`config.mk`:
```
export PLATFORM = sky130hd
export DESIGN_NAME = mbce_exec_unit
export DESIGN_NICKNAME = d
export VERILOG_FILES = /design/src/mbce_pkg.sv /design/src/mbce_exec_unit.sv
export SDC_FILE = /design/constraint.sdc
export NUM_CORES = 1
export LEC_CHECK = 0
export ABC_AREA = 1
export ABC_CLOCK_PERIOD_IN_PS = 4100
export BUFFER_PORTS_ARGS = -buffer_cell sky130_fd_sc_hd__buf_2
export CAP_MARGIN = 20
export CORE_UTILIZATION = 55
export CTS_CLUSTER_DIAMETER = 150
export DETAILED_ROUTE_END_ITERATION = 16
export HOLD_SLACK_MARGIN = 0.06
export PLACE_DENSITY_LB_ADDON = 0.05
export SYNTH_ARGS = -nofsm -noshare
export SYNTH_HDL_FRONTEND = slang
export SYNTH_SLANG_ARGS = --single-unit
```
`constraint.sdc`:
```
create_clock -name clk_sys -period 4.1 [get_ports clk_sys]
set_input_delay 0.205 -clock clk_sys [delete_from_list [all_inputs] [get_ports clk_sys]]
set_output_delay 0.205 -clock clk_sys [all_outputs]
set_load 0.02 [all_outputs]
```
`src/mbce_pkg.sv`:
```
// Shared constants, opcode patterns and carrier types for the branch/compare/multiply execution unit
package mbce_pkg;

    localparam int PC_W = 16;
    localparam logic [PC_W-1:0] PC_RESET = 16'h0000;
    localparam logic [7:0] FLAGS_RESET = 8'h00;

    // Status flag bit positions
    localparam int FLAG_C = 0;
    localparam int FLAG_Z = 1;
    localparam int FLAG_N = 2;
    localparam int FLAG_V = 3;
    localparam int FLAG_S = 4;
    localparam int FLAG_H = 5;
    localparam int FLAG_T = 6;
    localparam int FLAG_I = 7;

    // Execution lengths in clock cycles
    localparam logic [1:0] CYC_ONE = 2'h1;
    localparam logic [1:0] CYC_TWO = 2'h2;
    localparam logic [1:0] CYC_THREE = 2'h3;
    localparam logic [2:0] CYC_RETURN = 3'h4;

    // Opcode masks and patterns
    localparam logic [15:0] M_HI6 = 16'hFC00;
    localparam logic [15:0] M_HI8 = 16'hFF00;
    localparam logic [15:0] M_HI4 = 16'hF000;
    localparam logic [15:0] M_ALL = 16'hFFFF;
    localparam logic [15:0] M_SET = 16'hFF0F;
    localparam logic [15:0] M_RBIT = 16'hFE08;
    localparam logic [15:0] M_LDST = 16'hFC0F;
    localparam logic [15:0] M_JMPCALL = 16'hFE0C;
    localparam logic [15:0] P_XOR = 16'h2400;
    localparam logic [15:0] P_SET = 16'hEF0F;
    localparam logic [15:0] P_MULU = 16'h9C00;
    localparam logic [15:0] P_MULTIPLY_SIGNED_OP = 16'h0200;
    localparam logic [15:0] P_MULGRP = 16'h0300;
    localparam logic [15:0] P_RJUMP = 16'hC000;
    localparam logic [15:0] P_RELATIVE_CALL_OP = 16'hD000;
    localparam logic [15:0] P_IJUMP = 16'h9409;
    localparam logic [15:0] P_INDIRECT_CALL_OP = 16'h9509;
    localparam logic [15:0] P_SRET = 16'h9508;
    localparam logic [15:0] P_IRET = 16'h9518;
    localparam logic [15:0] P_COMPARE_SKIP_EQUAL_OP = 16'h1000;
    localparam logic [15:0] P_CMP = 16'h1400;
    localparam logic [15:0] P_CMPC = 16'h0400;
    localparam logic [15:0] P_CMPI = 16'h3000;
    localparam logic [15:0] P_SRBC = 16'hFC00;
    localparam logic [15:0] P_SRBS = 16'hFE00;
    localparam logic [15:0] P_SIBC = 16'h9900;
    localparam logic [15:0] P_SIBS = 16'h9B00;
    localparam logic [15:0] P_BFS = 16'hF000;
    localparam logic [15:0] P_BFC = 16'hF400;
    localparam logic [15:0] P_LDST = 16'h9000;
    localparam logic [15:0] P_JMPCALL = 16'h940C;

    localparam logic [7:0] SET_VALUE = 8'hFF;
    localparam logic [4:0] UPPER_BANK = 5'h10;
    localparam logic [4:0] PAIR_BASE = 5'h00;

    typedef struct packed {
        logic [7:0] rdVal;
        logic [7:0] rrVal;
        logic [7:0] ioVal;
        logic [15:0] zPtr;
        logic [15:0] stackTop;
    } mbce_opnd_t;

    typedef struct packed {
        logic en;
        logic pair;
        logic [4:0] addr;
        logic [15:0] data;
    } mbce_wb_t;

    typedef enum logic [0:0] {
        ST_READY = 1'b0,
        ST_STALL = 1'b1
    } mbce_state_t;

endpackage : mbce_pkg

```
`src/mbce_exec_unit.sv`:
```
// Execution unit for clear/set, multiplies, jumps, calls, returns, compares, skips and flag branches
`timescale 1ns/10ps

module mbce_exec_unit (
    input wire logic clk_sys,
    input wire logic rst,
    input wire logic instrValid,
    input wire logic [15:0] instrWord,
    input wire logic [15:0] nextWord,
    input wire mbce_pkg::mbce_opnd_t operands,
    output logic instrReady_q,
    output logic [mbce_pkg::PC_W-1:0] pc_q,
    output logic [7:0] flags_q,
    output mbce_pkg::mbce_wb_t wrBack_q,
    output logic pushEn_q,
    output logic [mbce_pkg::PC_W-1:0] pushData_q,
    output logic popEn_q,
    output logic unknownOp_q
);

    ////////////////////////////////////////////////////////////////////////////
    // Decode

    wire logic accept = instrValid && instrReady_q;
    wire logic [15:0] w = instrWord;
    wire logic [7:0] rd = operands.rdVal;
    wire logic [7:0] rr = operands.rrVal;
    wire logic [2:0] bitSel = w[2:0];

    wire logic isClr = ((w & mbce_pkg::M_HI6) == mbce_pkg::P_XOR) && (w[8:4] == {w[9], w[3:0]});
    wire logic isSet = (w & mbce_pkg::M_SET) == mbce_pkg::P_SET;
    wire logic isMulU = (w & mbce_pkg::M_HI6) == mbce_pkg::P_MULU;
    wire logic isMulS = (w & mbce_pkg::M_HI8) == mbce_pkg::P_MULTIPLY_SIGNED_OP;
    wire logic isMulGrp = (w & mbce_pkg::M_HI8) == mbce_pkg::P_MULGRP;
    wire logic isFrac = isMulGrp && (w[7] || w[3]);
    wire logic isMul = isMulU || isMulS || isMulGrp;
    wire logic isRJump = (w & mbce_pkg::M_HI4) == mbce_pkg::P_RJUMP;
    wire logic isRCall = (w & mbce_pkg::M_HI4) == mbce_pkg::P_RELATIVE_CALL_OP;
    wire logic isIJump = (w & mbce_pkg::M_ALL) == mbce_pkg::P_IJUMP;
    wire logic isICall = (w & mbce_pkg::M_ALL) == mbce_pkg::P_INDIRECT_CALL_OP;
    wire logic isSRet = (w & mbce_pkg::M_ALL) == mbce_pkg::P_SRET;
    wire logic isIRet = (w & mbce_pkg::M_ALL) == mbce_pkg::P_IRET;
    wire logic isCpse = (w & mbce_pkg::M_HI6) == mbce_pkg::P_COMPARE_SKIP_EQUAL_OP;
    wire logic isCmp = (w & mbce_pkg::M_HI6) == mbce_pkg::P_CMP;
    wire logic isCmpC = (w & mbce_pkg::M_HI6) == mbce_pkg::P_CMPC;
    wire logic isCmpI = (w & mbce_pkg::M_HI4) == mbce_pkg::P_CMPI;
    wire logic isSrbc = (w & mbce_pkg::M_RBIT) == mbce_pkg::P_SRBC;
    wire logic isSrbs = (w & mbce_pkg::M_RBIT) == mbce_pkg::P_SRBS;
    wire logic isSibc = (w & mbce_pkg::M_HI8) == mbce_pkg::P_SIBC;
    wire logic isSibs = (w & mbce_pkg::M_HI8) == mbce_pkg::P_SIBS;
    wire logic isBfs = (w & mbce_pkg::M_HI6) == mbce_pkg::P_BFS;
    wire logic isBfc = (w & mbce_pkg::M_HI6) == mbce_pkg::P_BFC;

    wire logic isCall = isRCall || isICall;
    wire logic isRet = isSRet || isIRet;
    wire logic isCompare = isCmp || isCmpC || isCmpI;
    wire logic isSkip = isCpse || isSrbc || isSrbs || isSibc || isSibs;
    wire logic isBranch = isBfs || isBfc;
    wire logic known = isClr || isSet || isMul || isRJump || isIJump || isCall || isRet
        || isCompare || isSkip || isBranch;

    // Skipping a two-word instruction costs one more word and one more cycle
    wire logic nextTwo = ((nextWord & mbce_pkg::M_LDST) == mbce_pkg::P_LDST)
        || ((nextWord & mbce_pkg::M_JMPCALL) == mbce_pkg::P_JMPCALL);

    ////////////////////////////////////////////////////////////////////////////
    // Program counter targets

    wire logic [mbce_pkg::PC_W-1:0] pcPlus1 = pc_q + 16'h0001;
    wire logic [mbce_pkg::PC_W-1:0] relOffset = {{4{w[11]}}, w[11:0]};
    wire logic [mbce_pkg::PC_W-1:0] brOffset = {{9{w[9]}}, w[9:3]};
    wire logic [mbce_pkg::PC_W-1:0] relTarget = pcPlus1 + relOffset;
    wire logic [mbce_pkg::PC_W-1:0] brTarget = pcPlus1 + brOffset;
    wire logic [mbce_pkg::PC_W-1:0] skipTarget = nextTwo ? pc_q + 16'h0003 : pc_q + 16'h0002;

    ////////////////////////////////////////////////////////////////////////////
    // Multiplier: sign-extend to nine bits so one signed product covers all variants

    wire logic signA = isMulS || (isMulGrp && !(w[7] == 1'b0 && w[3] == 1'b1));
    wire logic signB = isMulS || (isMulGrp && w[7] && !w[3]);
    wire logic signed [8:0] mulA = {signA & rd[7], rd};
    wire logic signed [8:0] mulB = {signB & rr[7], rr};
    wire logic signed [17:0] mulFull = mulA * mulB;
    wire logic [15:0] mulProd = mulFull[15:0];
    wire logic [15:0] mulRes = isFrac ? {mulProd[14:0], 1'b0} : mulProd;
    wire logic mulCarry = mulProd[15];
    wire logic mulZero = (mulRes == 16'h0000);

    ////////////////////////////////////////////////////////////////////////////
    // Compare: subtract without write-back

    wire logic [7:0] cmpB = isCmpI ? {w[11:8], w[3:0]} : rr;
    wire logic cmpCin = isCmpC & flags_q[mbce_pkg::FLAG_C];
    wire logic [8:0] cmpDiff = {1'b0, rd} - {1'b0, cmpB} - {8'h00, cmpCin};
    wire logic [7:0] cmpRes = cmpDiff[7:0];
    wire logic cmpH = (!rd[3] & cmpB[3]) | (cmpB[3] & cmpRes[3]) | (cmpRes[3] & !rd[3]);
    wire logic cmpV = (rd[7] & !cmpB[7] & !cmpRes[7]) | (!rd[7] & cmpB[7] & cmpRes[7]);
    wire logic cmpN = cmpRes[7];
    // With carry, a zero result only keeps Z set so multi-byte compares chain
    wire logic cmpZ = (cmpRes == 8'h00) && (!isCmpC || flags_q[mbce_pkg::FLAG_Z]);

    ////////////////////////////////////////////////////////////////////////////
    // Skip and branch conditions

    wire logic regBit = rd[bitSel];
    wire logic ioBit = operands.ioVal[bitSel];
    wire logic skipTaken = (isCpse && rd == rr)
        || (isSrbc && !regBit) || (isSrbs && regBit)
        || (isSibc && !ioBit) || (isSibs && ioBit);

    // Named branches are the generic ones with a fixed flag index: Z equal, C carry/lower,
    // N sign, S signed order, H half carry, T transfer, V overflow
    wire logic selFlag = flags_q[bitSel];
    wire logic brTaken = (isBfs && selFlag) || (isBfc && !selFlag);

    ////////////////////////////////////////////////////////////////////////////
    // Next-state computation for an accepted instruction

    logic [mbce_pkg::PC_W-1:0] pcNew;
    logic [7:0] flagsNew;
    mbce_pkg::mbce_wb_t wbNew;
    logic [2:0] cycles;
    logic pushNew;
    logic popNew;

    always_comb begin
        pcNew = pcPlus1;
        flagsNew = flags_q;
        wbNew = '0;
        cycles = {1'b0, mbce_pkg::CYC_ONE};
        pushNew = 1'b0;
        popNew = 1'b0;
        if (isClr) begin
            wbNew.en = 1'b1;
            wbNew.addr = w[8:4];
            wbNew.data = {8'h00, rd ^ rd};
            flagsNew[mbce_pkg::FLAG_Z] = 1'b1;
            flagsNew[mbce_pkg::FLAG_N] = 1'b0;
            flagsNew[mbce_pkg::FLAG_V] = 1'b0;
            flagsNew[mbce_pkg::FLAG_S] = 1'b0;
        end else if (isSet) begin
            wbNew.en = 1'b1;
            wbNew.addr = mbce_pkg::UPPER_BANK | {1'b0, w[7:4]};
            wbNew.data = {8'h00, mbce_pkg::SET_VALUE};
        end else if (isMul) begin
            wbNew.en = 1'b1;
            wbNew.pair = 1'b1;
            wbNew.addr = mbce_pkg::PAIR_BASE;
            wbNew.data = mulRes;
            flagsNew[mbce_pkg::FLAG_Z] = mulZero;
            flagsNew[mbce_pkg::FLAG_C] = mulCarry;
            cycles = {1'b0, mbce_pkg::CYC_TWO};
        end else if (isRJump || isIJump) begin
            pcNew = isRJump ? relTarget : operands.zPtr;
            cycles = {1'b0, mbce_pkg::CYC_TWO};
        end else if (isCall) begin
            pcNew = isRCall ? relTarget : operands.zPtr;
            pushNew = 1'b1;
            cycles = {1'b0, mbce_pkg::CYC_THREE};
        end else if (isRet) begin
            pcNew = operands.stackTop;
            popNew = 1'b1;
            cycles = mbce_pkg::CYC_RETURN;
            if (isIRet) begin
                flagsNew[mbce_pkg::FLAG_I] = 1'b1;
            end
        end else if (isCompare) begin
            flagsNew[mbce_pkg::FLAG_Z] = cmpZ;
            flagsNew[mbce_pkg::FLAG_N] = cmpN;
            flagsNew[mbce_pkg::FLAG_V] = cmpV;
            flagsNew[mbce_pkg::FLAG_S] = cmpN ^ cmpV;
            flagsNew[mbce_pkg::FLAG_C] = cmpDiff[8];
            flagsNew[mbce_pkg::FLAG_H] = cmpH;
        end else if (isSkip && skipTaken) begin
            pcNew = skipTarget;
            cycles = nextTwo ? {1'b0, mbce_pkg::CYC_THREE} : {1'b0, mbce_pkg::CYC_TWO};
        end else if (isBranch && brTaken) begin
            pcNew = brTarget;
            cycles = {1'b0, mbce_pkg::CYC_TWO};
        end
    end

    ////////////////////////////////////////////////////////////////////////////
    // Sequencer: effects land at the accept edge, then the unit stalls for the rest

    mbce_pkg::mbce_state_t state_q;
    logic [2:0] wait_q;
    wire logic [2:0] waitLoad = cycles - 3'h1;
    wire logic [2:0] waitDec = wait_q - 3'h1;
    wire logic stallDone = (state_q == mbce_pkg::ST_STALL) && (wait_q == 3'h1);

    always_ff @(posedge clk_sys or posedge rst) begin
        if (rst) begin
            state_q <= mbce_pkg::ST_READY;
            wait_q <= 3'h0;
            instrReady_q <= 1'b1;
        end else begin
            case (state_q)
                mbce_pkg::ST_READY: begin
                    if (accept && waitLoad != 3'h0) begin
                        state_q <= mbce_pkg::ST_STALL;
                        wait_q <= waitLoad;
                        instrReady_q <= 1'b0;
                    end
                end
                mbce_pkg::ST_STALL: begin
                    wait_q <= waitDec;
                    if (stallDone) begin
                        state_q <= mbce_pkg::ST_READY;
                        instrReady_q <= 1'b1;
                    end
                end
                default: begin
                    state_q <= mbce_pkg::ST_READY;
                    instrReady_q <= 1'b1;
                end
            endcase
        end
    end

    always_ff @(posedge clk_sys or posedge rst) begin
        if (rst) begin
            pc_q <= mbce_pkg::PC_RESET;
            flags_q <= mbce_pkg::FLAGS_RESET;
        end else if (accept) begin
            pc_q <= pcNew;
            flags_q <= flagsNew;
        end
    end

    // Strobes last one cycle; the return address is the word after the call
    always_ff @(posedge clk_sys or posedge rst) begin
        if (rst) begin
            wrBack_q <= '0;
            pushEn_q <= 1'b0;
            pushData_q <= mbce_pkg::PC_RESET;
            popEn_q <= 1'b0;
            unknownOp_q <= 1'b0;
        end else begin
            wrBack_q <= accept ? wbNew : '0;
            pushEn_q <= accept && pushNew;
            pushData_q <= (accept && pushNew) ? pcPlus1 : pushData_q;
            popEn_q <= accept && popNew;
            unknownOp_q <= accept && !known;
        end
    end

    ////////////////////////////////////////////////////////////////////////////
    // Checks

    a_clear_result: assert property (@(posedge clk_sys) disable iff (rst)
        accept && isClr |=> wrBack_q.en && wrBack_q.data == 16'h0000 && flags_q[mbce_pkg::FLAG_Z]
            && !flags_q[mbce_pkg::FLAG_N] && !flags_q[mbce_pkg::FLAG_V] && instrReady_q)
        else $error("clear did not zero the register and flags in one cycle");

    a_set_value: assert property (@(posedge clk_sys) disable iff (rst)
        accept && isSet |=> wrBack_q.data[7:0] == 8'hFF && flags_q == $past(flags_q) && instrReady_q)
        else $error("set did not load all ones or changed a flag");

    a_mul_timing: assert property (@(posedge clk_sys) disable iff (rst)
        accept && isMul && !isFrac |=> wrBack_q.pair && wrBack_q.data == $past(mulProd)
            && flags_q[mbce_pkg::FLAG_C] == wrBack_q.data[15] && !instrReady_q ##1 instrReady_q)
        else $error("integer multiply result, carry or length wrong");

    a_frac_shift: assert property (@(posedge clk_sys) disable iff (rst)
        accept && isFrac |=> wrBack_q.data == {$past(mulProd[14:0]), 1'b0}
            && flags_q[mbce_pkg::FLAG_C] == $past(mulProd[15]) && !instrReady_q ##1 instrReady_q)
        else $error("fractional multiply not shifted or wrong length");

    a_jump_timing: assert property (@(posedge clk_sys) disable iff (rst)
        accept && (isRJump || isIJump) |=> pc_q == ($past(isRJump)
            ? $past(pc_q) + 16'h0001 + {{4{$past(w[11])}}, $past(w[11:0])} : $past(operands.zPtr))
            && flags_q == $past(flags_q)
            && !instrReady_q ##1 instrReady_q)
        else $error("jump target or two-cycle length wrong");

    a_call_push: assert property (@(posedge clk_sys) disable iff (rst)
        accept && isCall |=> pushEn_q && pushData_q == $past(pcPlus1) && !instrReady_q
            ##1 !pushEn_q && !instrReady_q ##1 instrReady_q)
        else $error("call did not push return address or take three cycles");

    a_return_length: assert property (@(posedge clk_sys) disable iff (rst)
        accept && isRet |=> popEn_q && pc_q == $past(operands.stackTop)
            && (flags_q[mbce_pkg::FLAG_I] || !$past(isIRet)) ##0 !instrReady_q [*3] ##1 instrReady_q)
        else $error("return did not restore counter in four cycles");

    a_skip_length: assert property (@(posedge clk_sys) disable iff (rst)
        accept && isSkip && skipTaken && nextTwo |=> pc_q == $past(pc_q) + 16'h0003
            ##0 !instrReady_q [*2] ##1 instrReady_q)
        else $error("skip over a two-word instruction wrong");

    a_compare_nowrite: assert property (@(posedge clk_sys) disable iff (rst)
        accept && isCompare |=> !wrBack_q.en && instrReady_q
            && flags_q[mbce_pkg::FLAG_S] == (flags_q[mbce_pkg::FLAG_N] ^ flags_q[mbce_pkg::FLAG_V]))
        else $error("compare wrote a register or left inconsistent flags");

    a_branch_taken: assert property (@(posedge clk_sys) disable iff (rst)
        accept && isBranch && brTaken |=> pc_q == $past(brTarget) && !instrReady_q ##1 instrReady_q)
        else $error("taken branch target or length wrong");

    a_branch_fall: assert property (@(posedge clk_sys) disable iff (rst)
        accept && isBranch && !brTaken |=> pc_q == $past(pc_q) + 16'h0001 && instrReady_q)
        else $error("untaken branch did not fall through in one cycle");

endmodule : mbce_exec_unit

```
==> results.md <==
| Group | Item | This run |
|:---|:---|:---|
| worst setup path | Required arrival time at the worst endpoint | 4.36 ns |
| synthesis | Multiplexer area fraction after synthesis | 0 |
| final layout | Number of antenna cells inserted | 0 |
| worst setup path | Data arrival time of the critical path | 5.27 ns |
| detailed routing | Iteration-0 DRC Markers | 1194 |
| floorplan | Initial Util | 0.563 |
| detailed routing | Via-per-instance ratio | 5.37 |
| worst setup path | Crit path buf inv count | 12 |
| sta | Worst setup margin | -0.915 ns |
| clocking | Maximum level of the CTS H-tree | 3 |
| grt | Global-route wire length before repair | 56400 µm |
| grt | Antenna violations before repair | 0 |
| final layout | Layout filler cell count | 1740 |
| grt | Grt total ovfl | 0 |
| grt | Via count of the first global-routing pass | 10817 |
| placed design | Placed Cells incl. Taps | 2219 |
| clocking | Count of clock tree sinks | 70 |
| placed design | Post-DP HPWL | 30300 µm |
| floorplan | Die X-Extent | 144 µm |
| sta | Actual slew at the worst max-slew pin | 0.894 ns |
| grt | M2 GR Usage | 0.542 |
| worst setup path | Worst path slowest cell | fa_1 |
| worst setup path | Startpoint types | primary input |
| placed design | Placement Cell Area | 12900 µm² |
| clocking | Clock input transition at the sequential cells of the worst setup and hold paths | 0.06 ns |
| min path | Worst hold path class | primary input to asynchronous set/reset pin |
| synthesis | Synthesized-area fraction occupied by and/or/nand/nor cells | 0.331 |
| detailed routing | 1st-pass router iterations | 6 |
| detailed routing | Antenna Nets Post-Route | 0 |
| floorplan | Row Count | 51 |
| clocking | CTS tree | done |
| placed design | Global placement routability congestion | 0.985 |
| final layout | Final cell count without fillers | 2244 |
| final layout | Total area of multi-input combinational cells | 8160 µm² |
| synthesis | Synthesized area per cell | 6.40 µm² |
| sta | Max Clock Skew | 0.0110 ns |
| synthesis | Syn Nets | 1982 |
| floorplan | Standard cell core area | 19600 µm² |
| outcome | Failing checks | setup timing |
| power | IR drop worst, VDD | 0.345 mV |
| synthesis | Post-synthesis xor/xnor area fraction | 0.0421 |
| final layout | Area of all sequential standard cells | 1750 µm² |
| clocking | Clock insertion delay at the later pin of the skew report | 0.34 ns |
| grt | GR Layer Usage met1 | 0.533 |
| final layout | Syn-to-layout area delta | 23.0% |
| grt | Pin count of the biggest net entering global routing | 46 |
| synthesis | Fraction of registers with async set/reset | 1.00 |
| placed design | Number of buffer cells added on primary ports | 151 |
| worst setup path | Worst setup path category | primary input to flip-flop |
| sta | Worst slew margin relative to its limit | 0.403 |
| clocking | Number of buffers created by CTS | 9 |
| flow run | Number of violations of the max-capacitance limit | 0 |
| detailed routing | Average routed wire per standard cell | 16.3 µm |
| grt | Global Route Usage Sum | 0.362 |
| worst setup path | Cell class contributing the biggest share of worst-path delay | adder cells |
| clocking | Count of hold-fix buffers inserted at cts | 0 |
| sta | Max Transition Viols Final | 0 |
| synthesis | Number of flops mapped to enable cells by yosys | 0 |
| outcome | Run status | complete, but fails checks |
| sta | Final Hold Fails | 0 |
| synthesis | Synth unique cells | 51 |
| synthesis | Post-Synthesis Cell Area | 11000 µm² |
| synthesis | Commonest register cell after synthesis | dfrtp_1 |
| synthesis | Post-Syn Instances | 1725 |
| final layout | Layout cells sized above 1 | 0.208 |
| synthesis | Area fraction in compound gates after synthesis | 0.104 |
| grt | Global Route met3 Usage | 0.0706 |
| final layout | Total non-filler cell area in the finished layout | 13600 µm² |
| sta | Count of final setup violators | 10 |
| synthesis | Synthesis Warnings | 0 |
| floorplan | DIE AREA | 20600 µm² |
| detailed routing | Post-route DRC | 0 |
| synthesis | Share of synthesized cell area in full adder, half adder and majority cells | 0.234 |
| power | Static leakage power | 7.76 nW |
| sta | Upper clock frequency limit | 199 MHz |
| sta | Final Critical Period | 5.01 ns |
| synthesis | Number of storage elements in the synthesis netlist | 70 |
| final layout | Net total in the final layout | 2231 |
| floorplan | I/O Pins | 158 |
| power | Power per cell area | 301 nW/µm² |
| detailed routing | Via count | 12044 |
| clocking | Cell chosen for the clock root | clkbuf_16 |
| worst setup path | Crit path capture type | flip-flop |
| worst setup path | Crit-path max FO | 4 |
| sta | Setup repair after global routing missed its margin | true |
| clocking | Clock buffer depth | 2 |
| grt | GRT Max-Usage Layer | met2 |
| final layout | Final standard cell utilization of the core | 0.693 |
| floorplan | Vertical extent of the die | 144 µm |
| synthesis | Dominant combinational cell family by area after synthesis | simple AND/OR/NAND/NOR gates |
| synthesis | Sequential-to-total area share from yosys stat | 0.159 |
| detailed routing | Aggregate routed wire length | 36600 µm |
| worst setup path | Worst path max stage delay | 0.52 ns |
| sta | Period utilisation layout | 1.22 |
| sta | TNS Setup | -7.07 ns |
| worst setup path | Cell mode on critical path | inv_2 |
## metrics by stage
step	setup WS (ns)	hold slack [ns]	total power [mW]
floorplan	-0.915	0.311	1.94
global placement	-1.30	0.444	2.76
detailed placement	-1.41	0.442	2.78
CTS	-0.877	0.0899	3.86
global route	-1.16	0.144	4.41
finish	-0.915	0.0651	4.09
## placed cells by master, fill, tap and decap left out, drive strengths merged
cell type / count
nor3: 28
a211oi: 4
or2: 7
nor4: 7
xor2: 41
a31oi: 4
a31o: 1
clkbuf: 10
nand2: 505
a21boi: 1
clkinv: 3
a41oi: 1
buf: 280
o211a: 1
a2111oi: 1
nand3b: 1
nor2: 162
bufinv: 2
and2: 2
o22ai: 3
o31ai: 1
a21oi: 74
a21o: 4
o211ai: 5
ha: 99
nand4: 20
dfrtp: 69
clkinvlp: 1
inv: 322
o21bai: 5
xnor2: 12
a22oi: 2
o21a: 2
fa: 67
o21ai: 98
dfstp: 1
nand3: 132
conb: 1
## sequential cells by signal, indices dropped and copies added (netlist names)
signal        cells
wrBack_q         23
pc_q             16
pushData_q       16
flags_q           7
wait_q            3
instrReady_q      1
popEn_q           1
pushEn_q          1
state_q           1
unknownOp_q       1
## cell families after synthesis
group | count (synthesis)
flip-flops | 70
XOR/XNOR | 53
adder cells (fa/ha/maj) | 166
AND/OR/NAND/NOR | 864
AO/OA/AOI/OAI | 207
other | 1
buffers and inverters | 364
## report_power, final
part / total, mW / switching, mW / internal (mW) / leakage, nW
clock network: 0.859 / 0.306 / 0.553 / 0.159
logic: 2.54 / 1.34 / 1.20 / 6.68
registers: 0.691 / 0 / 0.691 / 0.923
## Yosys cell counts (5+ instances only)
master	count	area, µm²
a21oi_1	74	370
ha_1	99	1240
inv_1	310	1160
o21ai_1	18	90.1
xnor2_1	12	105
nand3_1	129	646
fa_1	67	1340
o21bai_1	5	37.5
nand2_2	7	43.8
nand4_1	20	125
dfrtp_1	69	1730
buf_6	5	56.3
nor4_1	6	37.5
o211ai_1	5	37.5
clkbuf_1	17	63.8
nor3_1	24	120
nor2_1	154	578
or2_2	7	43.8
o21ai_2	5	43.8
inv_2	10	37.5
buf_2	16	80.1
nand2_1	496	1860
o21ai_0	75	375
xor2_1	41	359
## final timing paths
path | from | end | slack (ns) | cells past startpoint
max in group asynchronous | rst | instrReady_q | 3.11 | 3
min in group clk_sys | instrWord[5] | wrBack_q[17] | 0.22 | 3
min | rst | pushData_q[12] | 0.07 | 2
min reg2reg | pushData_q[7] | pushData_q[7] | 0.47 | 2
max reg2reg | pc_q[7] | pc_q[15] | 0.30 | 23
max | instrWord[11] | flags_q[1] | -0.91 | 31
## area by class of cell
cell class / count / area share
clock buffers: 10 / 0.0176
clock inverters: 6 / 0.00691
inverters: 322 / 0.0896
multi-input cells: 1291 / 0.601
flip-flops and latches: 70 / 0.129
well taps: 265 / 0.0244
repair buffers: 280 / 0.131
## metal layers
metal / vias to the layer above / part of all wire
li1: 5904 / -
met3: 49 / 0.099
met1: 5550 / 0.45
met2: 541 / 0.43
met5: - / 0
met4: 0 / 0.016
## worst register-to-register path, cell delays in order (launching register included)
cell and delay, ns:
dfrtp_1 0.44, nand2_1 0.14, nor2_1 0.28, inv_1 0.09, nor3_1 0.30, nand2_1 0.16, xor2_1 0.45, inv_1 0.15
ha_1 0.40, nand2_1 0.13, nor2_1 0.06, and2_1 0.15, a21oi_1 0.24, inv_1 0.07, nand2_1 0.06, nand2_1 0.05
nand2_1 0.06, nand3_1 0.09, nand2_1 0.08, nand2_1 0.05, nand2_1 0.05, nand2_1 0.04, nand2_1 0.07, nand2_1 0.07
## timing repair
action,4_1_cts,5_1_grt
setup buffers,9,1
pin swaps,33,38
resized for setup,36,48
endpoints found under the setup margin,10,12
gates cloned,0,0
Power figures use the tool's default switching activity.
